File: config.mk
export PLATFORM = sky130hd
export DESIGN_NAME = asrr_top
export DESIGN_NICKNAME = d
export VERILOG_FILES = /design/src/rtl/asrr_chk.v /design/src/rtl/asrr_top.v
export VERILOG_INCLUDE_DIRS = /design/src /design/src/rtl
export SDC_FILE = /design/constraint.sdc
export NUM_CORES = 1
export LEC_CHECK = 0
export ABC_AREA = 1
export BUFFER_PORTS_ARGS = -buffer_cell sky130_fd_sc_hd__buf_2
export CORE_ASPECT_RATIO = 1.5
export CORE_UTILIZATION = 43
export DETAILED_ROUTE_END_ITERATION = 10
export PLACE_DENSITY_LB_ADDON = 0.1
export SYNTH_ARGS = -nofsm -noshare
export SYNTH_HDL_FRONTEND = slang
export SYNTH_SLANG_ARGS = --single-unit
File: constraint.sdc
create_clock -name sys_clk -period 0.8 [get_ports sys_clk]
set_input_delay 0.2 -clock sys_clk [delete_from_list [all_inputs] [get_ports sys_clk]]
set_output_delay 0.2 -clock sys_clk [all_outputs]
set_load 0.01 [all_outputs]
File: src/rtl/asrr_defs.vh
/*
 * Offsets, field positions, reset values and codes for the abort status
 * and remap register bank.
 * Assumes a byte-addressed register port with 8 address bits and
 * 32-bit data.
 */
`ifndef ASRR_DEFS_VH
`define ASRR_DEFS_VH

// ****************************************************************
// Register offsets
// ****************************************************************
`define ASRR_OFF_REMAP 8'h00
`define ASRR_OFF_STATUS 8'h04
`define ASRR_OFF_ADDR 8'h08
`define ASRR_OFF_IRQ_STAT 8'h0C
`define ASRR_OFF_IRQ_MASK 8'h80

// ****************************************************************
// Abort status and remap fields and reset values
// ****************************************************************
`define ASRR_BIT_UNDEF 0
`define ASRR_BIT_MISAL 1
`define ASRR_SIZE_LO 8
`define ASRR_TYPE_LO 10
`define ASRR_SRC_LO 16
`define ASRR_SAVED_LO 24
`define ASRR_BIT_REMAP 0
`define ASRR_STATUS_RESET 32'h00000000
`define ASRR_ADDR_RESET 32'h00000000

// ****************************************************************
// Access codes
// ****************************************************************
`define ASRR_SIZE_BYTE 2'h0
`define ASRR_SIZE_HALF 2'h1
`define ASRR_SIZE_WORD 2'h2
`define ASRR_TYPE_READ 2'h0
`define ASRR_TYPE_WRITE 2'h1
`define ASRR_TYPE_FETCH 2'h2
// Master one-hot bit positions
`define ASRR_MST_ETH 0
`define ASRR_MST_DMA 1
`define ASRR_MST_CPU 2

// ****************************************************************
// Memory map
// ****************************************************************
`define ASRR_REGION_INTERNAL 4'h0
`define ASRR_REGION_PERIPH 4'hF
`define ASRR_AREA_ZERO 8'h00
`define ASRR_AREA_SRAM 8'h02
`define ASRR_TGT_FLASH 2'h0
`define ASRR_TGT_SRAM 2'h1
`define ASRR_TGT_PERIPH 2'h2
`define ASRR_TGT_NONE 2'h3

`endif

File: src/rtl/asrr_chk.v
/*
 * Combinational access checker: address decode and misalignment test.
 * Assumes access fields are stable and from logic on the same clock.
 */
`include "asrr_defs.vh"

module asrr_chk #(
  parameter [7:0] FLASH_AREA = 8'h01
) (
  // Access under test
  input wire [31:0] addr,
  input wire [1:0] size,
  input wire [1:0] acc_type,
  input wire from_cpu,
  input wire remap,
  // Verdict
  output reg undef,
  output reg misal,
  output reg [1:0] target
);

  always @* begin
    undef = 1'b0;
    target = `ASRR_TGT_NONE;
    if (addr[31:28] == `ASRR_REGION_PERIPH) begin
      target = `ASRR_TGT_PERIPH;
    end else if (addr[31:28] == `ASRR_REGION_INTERNAL) begin
      if (addr[27:20] == `ASRR_AREA_ZERO) begin
        target = remap ? `ASRR_TGT_SRAM : `ASRR_TGT_FLASH;
      end else if (addr[27:20] == `ASRR_AREA_SRAM) begin
        target = `ASRR_TGT_SRAM;
      end else if (addr[27:20] == FLASH_AREA) begin
        target = `ASRR_TGT_FLASH;
      end else begin
        undef = 1'b1;
      end
    end else begin
      undef = 1'b1;
    end
  end

  always @* begin
    misal = 1'b0;
    // Processor fetches are never checked for alignment
    if (!(from_cpu && acc_type == `ASRR_TYPE_FETCH)) begin
      if (size == `ASRR_SIZE_WORD && addr[1:0] != 2'h0) begin
        misal = 1'b1;
      end else if (size == `ASRR_SIZE_HALF && addr[0]) begin
        misal = 1'b1;
      end
    end
  end

endmodule // asrr_chk

File: src/rtl/asrr_top.v
/*
 * Abort status and remap register bank with interrupt status and mask.
 * Assumes the bus arbiter presents one granted access per cycle, with a
 * one-hot master indication, from logic on sys_clk.
 */
`include "asrr_defs.vh"

module asrr_top #(
  parameter [7:0] FLASH_AREA = 8'h01
) (
  // Clock and reset
  input wire sys_clk,
  input wire arst_n,
  // Register port
  input wire [7:0] reg_addr,
  input wire [31:0] reg_wdata,
  input wire reg_wr,
  input wire reg_rd,
  output reg [31:0] reg_rdata,
  // Granted bus access
  input wire acc_valid,
  input wire [31:0] acc_addr,
  input wire [1:0] acc_size,
  input wire [1:0] acc_type,
  input wire [2:0] acc_master,
  // Access verdict
  output reg acc_abort,
  output reg [1:0] acc_target,
  output reg remap_active,
  // Interrupt
  output reg irq
);

  // ****************************************************************
  // Register decode
  // ****************************************************************
  function hit;
    input [7:0] a;
    input [7:0] off;
    begin
      hit = (a == off);
    end
  endfunction

  wire wr_remap = reg_wr && hit(reg_addr, `ASRR_OFF_REMAP);
  wire wr_irq_stat = reg_wr && hit(reg_addr, `ASRR_OFF_IRQ_STAT);
  wire wr_irq_mask = reg_wr && hit(reg_addr, `ASRR_OFF_IRQ_MASK);
  wire rd_status = reg_rd && hit(reg_addr, `ASRR_OFF_STATUS);

  // ****************************************************************
  // State
  // ****************************************************************
  reg remap_reg;
  reg undef_reg;
  reg misal_reg;
  reg [1:0] size_reg;
  reg [1:0] type_reg;
  reg [2:0] src_reg;
  reg [2:0] saved_reg;
  reg [31:0] abort_addr_reg;
  reg fresh_reg;
  reg [1:0] irq_stat_reg;
  reg [1:0] irq_mask_reg;

  wire chk_undef;
  wire chk_misal;
  wire [1:0] chk_target;

  asrr_chk #(
    .FLASH_AREA(FLASH_AREA)
  ) u_chk (
    .addr(acc_addr),
    .size(acc_size),
    .acc_type(acc_type),
    .from_cpu(acc_master[`ASRR_MST_CPU]),
    .remap(remap_reg),
    .undef(chk_undef),
    .misal(chk_misal),
    .target(chk_target)
  );

  wire abort_now = acc_valid && (chk_undef || chk_misal);
  // Reserved size code is folded onto word so it is never recorded
  wire [1:0] size_rec = (acc_size == 2'h3) ? `ASRR_SIZE_WORD : acc_size;

  // ****************************************************************
  // Remap toggle
  // ****************************************************************
  always @(posedge sys_clk or negedge arst_n) begin
    if (!arst_n) begin
      remap_reg <= 1'b0;
    end else if (wr_remap && reg_wdata[`ASRR_BIT_REMAP]) begin
      remap_reg <= ~remap_reg;
    end
  end

  // ****************************************************************
  // Abort record
  // ****************************************************************
  always @(posedge sys_clk or negedge arst_n) begin
    if (!arst_n) begin
      undef_reg <= 1'b0;
      misal_reg <= 1'b0;
      size_reg <= 2'h0;
      type_reg <= 2'h0;
      src_reg <= 3'h0;
      abort_addr_reg <= `ASRR_ADDR_RESET;
    end else if (abort_now) begin
      undef_reg <= chk_undef;
      misal_reg <= chk_misal;
      size_reg <= size_rec;
      type_reg <= acc_type;
      src_reg <= acc_master;
      abort_addr_reg <= acc_addr;
    end
  end

  // The source of a record displaced before software saw it is ORed into saved bits.
  // A read in an abort cycle returns the displaced record, so it clears.
  always @(posedge sys_clk or negedge arst_n) begin
    if (!arst_n) begin
      saved_reg <= 3'h0;
      fresh_reg <= 1'b0;
    end else begin
      if (abort_now) begin
        fresh_reg <= 1'b1;
      end else if (rd_status) begin
        fresh_reg <= 1'b0;
      end
      if (abort_now && fresh_reg && !rd_status) begin
        saved_reg <= saved_reg | src_reg;
      end else if (rd_status) begin
        saved_reg <= 3'h0;
      end
    end
  end

  // ****************************************************************
  // Interrupt status and mask
  // ****************************************************************
  always @(posedge sys_clk or negedge arst_n) begin
    if (!arst_n) begin
      irq_stat_reg <= 2'h0;
      irq_mask_reg <= 2'h0;
      irq <= 1'b0;
    end else begin
      // Set wins over a clear in the same cycle
      irq_stat_reg <= (irq_stat_reg & ~(wr_irq_stat ? reg_wdata[1:0] : 2'h0))
                      | (abort_now ? {chk_misal, chk_undef} : 2'h0);
      if (wr_irq_mask) begin
        irq_mask_reg <= reg_wdata[1:0];
      end
      irq <= |(irq_stat_reg & irq_mask_reg);
    end
  end

  // ****************************************************************
  // Read port
  // ****************************************************************
  wire [31:0] status_word = {5'h00, saved_reg, 5'h00, src_reg, 4'h0,
                             type_reg, size_reg, 6'h00, misal_reg,
                             undef_reg};

  always @(posedge sys_clk or negedge arst_n) begin
    if (!arst_n) begin
      reg_rdata <= 32'h00000000;
    end else if (reg_rd) begin
      // Remap control is write-only and reads as zero
      if (hit(reg_addr, `ASRR_OFF_STATUS)) begin
        reg_rdata <= status_word;
      end else if (hit(reg_addr, `ASRR_OFF_ADDR)) begin
        reg_rdata <= abort_addr_reg;
      end else if (hit(reg_addr, `ASRR_OFF_IRQ_STAT)) begin
        reg_rdata <= {30'h00000000, irq_stat_reg};
      end else if (hit(reg_addr, `ASRR_OFF_IRQ_MASK)) begin
        reg_rdata <= {30'h00000000, irq_mask_reg};
      end else begin
        reg_rdata <= 32'h00000000;
      end
    end else begin
      reg_rdata <= 32'h00000000;
    end
  end

  // ****************************************************************
  // Verdict outputs
  // ****************************************************************
  always @(posedge sys_clk or negedge arst_n) begin
    if (!arst_n) begin
      acc_abort <= 1'b0;
      acc_target <= `ASRR_TGT_NONE;
      remap_active <= 1'b0;
    end else begin
      acc_abort <= abort_now;
      acc_target <= acc_valid ? chk_target : `ASRR_TGT_NONE;
      remap_active <= remap_reg;
    end
  end

endmodule // asrr_top

==> results.cfg <==
[outcome]
outcome = finished, violations left
violations = negative setup slack

[global_route]
grt_usage_pct = 26.3
grt_max_degree = 31
grt_pass1_vias = 3372
antenna_found_initial = 0
overflow = 0
grt_pass1_wl_mm = 17.3

[cts]
cts_tree = yes
insertion_delay_ns = 0.34
cts_made_buffers = 9
clock_tree.root_cell = clkbuf_16
max-clock-path-buffers = 2
cts_sinks = 87
htreeDepth = 3
cts.clk_slew.worst_paths_ns = 0.06

[placed_design]
dp.cells = 597
gp_congestion = 0.797
pre_cts_slack_ns = -0.588
dp_hpwl_mm = 5.97
io_buffers = 90

[setup_path]
path_buf_inv = 1
critPathKind = flop to output port
cp_max_fo = 1
start_kind = flop
crit_family = flip-flops
crit_path_top_delay_cell = dfstp_2
cp.arrival_ns = 0.96
crit_chain = buf_6
critPathMaxStageDelay_ns = 0.53
endpoint_kind = output port
r2r_slack_ns = -0.09
worstPathRequired_ns = 0.60

[synthesis]
seq_area_frac_synth_pct = 59.1
synthTopCellsByArea = dfrtp_1 58%, nand2_1 9.8%, o21ai_2 6.6%
synth_area_per_cell_um2 = 9.94
yosysUniqueCellTypes = 31
synth-warning-count = 0
synth_top_area_share_pct = 57.7
syn_area_mm2 = 0.00369
synthCells = 371
ys_seq_elements = 87
synth_area_leader_cell = dfrtp_1
synth_nets = 455

[timing]
period_needed_ns = 1.16
skew_ns = 0.0105
period_share_pct = 144
fmax_mhz = 865
tns_ns = -24.84
max-slew-margin-rel_pct = 61.9
fin_ws_ns = -0.356
grt_setup_unrepaired = true
tightest_slew_ns = 0.572
setup_viol = 119
hold_viol_final = 0
drv_slew = 0

[cells_and_area]
drive_gt1_share_pct = 63.8
nets = 623
fillers = 521
area_growth_pct = 75.1
final_util_pct = 77.3
final_cells = 651
antenna_cells = 0

[drt]
firstDrtPassIters = 4
wl_per_cell_um = 17.6
drc = 0
drt-total-wl_mm = 11.5
drtAntennaViolNets = 0
via_per_inst = 5.03
vias = 3277
drt-initial-drc-count = 166

[pwr]
p_per_area_mw_per_mm2 = 1830
irDropWorstVdd_v = 0.00122
p_leak_nw = 3.11
p_total_mw = 11.8

[die]
die_h_um = 115
io_pins = 121
start_util_pct = 44.1
core_mm2 = 0.00836
die_w_um = 77.6
std_cell_rows = 41
die_area_mm2 = 0.00896

[job]
maxCapViolations = 0

[worst_hold_path]
min_path_type = input pin to flop
layout by cell type (no fill, tap or decap), types with 2 or more instances in the layout:
cell       count
o21ai_2       35
buf_8          6
buf_2         71
inv_4          5
nor4_4        16
nor2_4        12
dfstp_2        2
bufinv_16      3
inv_1         38
nand4_1        4
nand3_1       10
nor4_2         4
buf_6         27
buf_4         42
buf_16         6
nand2_1       43
nand3_2        7
inv_2          4
dfrtp_1       85
o21ai_4        6
clkbuf_16     10
buf_12        15
o21ai_1        5
nand2_4       18
inv_8          3
nand2_8        7
nand2_2       37
nor2_1         6
nor3_4         3
logic make-up (layout without fill, tap and decap cells):
| logic type | after synthesis | count (layout) | synth area share (%) |
|---|---|---|---|
| AND/OR/NAND/NOR | 169 | 172 | 22.0 |
| flip-flops | 87 | 87 | 59.1 |
| buffers and inverters | 66 | 236 | 9.13 |
| AO/OA/AOI/OAI | 48 | 48 | 9.57 |
| XOR/XNOR | 1 | 1 | 0.237 |
power by group:
group / switching (mW) / internal [mW]
registers: 0.144 / 4.70
logic: 1.20 / 0.947
clock network: 1.72 / 3.14
total: 3.06 / 8.79
path summary, 6_finish.rpt:
check | endpoint | cells past startpoint | start
setup / recovery | acc_target[1] | 1 | acc_target[1]
hold / removal | src_reg[0] | 3 | acc_master[0]
setup reg to reg | reg_rdata[13] | 2 | abort_addr_reg[13]
hold reg to reg | irq | 1 | irq_mask_reg[0]
max in group asynchronous | reg_rdata[25] | 3 | arst_n
min in group asynchronous | reg_rdata[21] | 2 | arst_n
synthesized netlist by cell type (all sizes together):
| cell type | number |
|---|---|
| a22o | 1 |
| a31o | 1 |
| and3 | 1 |
| buf | 14 |
| clkbuf | 2 |
| dfrtp | 85 |
| dfstp | 2 |
| inv | 50 |
| nand2 | 102 |
| nand3 | 18 |
| nand3b | 1 |
| nand4 | 5 |
| nor2 | 19 |
| nor3 | 3 |
| nor4 | 20 |
| o21ai | 46 |
| xor2 | 1 |
timing repair:
item	CTS	global route
resized for setup	173	63
setup endpoints to repair	119	121
setup buffers	26	10
cloned	11	1
hold buffers	1	0
pin swaps	47	40
endpoints found under the hold margin	13	0
per-stage QoR:
stage               area (um^2)  hold slack (ns)
global placement           4690           0.0924
CTS                        6190           0.0575
floorplan                  3850          -0.0956
global route               6460           0.0592
detailed placement         4690           0.0945
finish                     6460           0.0604
per-layer routing:
| metal | global-route usage (%) | share of wire, % | up-vias |
|---|---|---|---|
| li1 | - | - | 1533 |
| met1 | 29.7 | 37 | 1623 |
| met2 | 48.0 | 57 | 96 |
| met3 | 5.51 | 3.5 | 25 |
| met4 | 11.1 | 2.9 | 0 |
| met5 | 0 | 0 | - |
final cells by class:
type / instances / area, um^2 / area share [%]
sequential: 87 / 2180 / 33.7
multi-input combinational: 221 / 1990 / 30.8
clock inverter: 5 / 104 / 1.61
timing repair buffer: 169 / 1570 / 24.2
clock buffer: 11 / 243 / 3.76
timing repair inverter: 1 / 11.3 / 0.174
tap: 107 / 134 / 2.07
inverter: 50 / 231 / 3.58
Note: power is estimated with default switching activity, not from simulation.
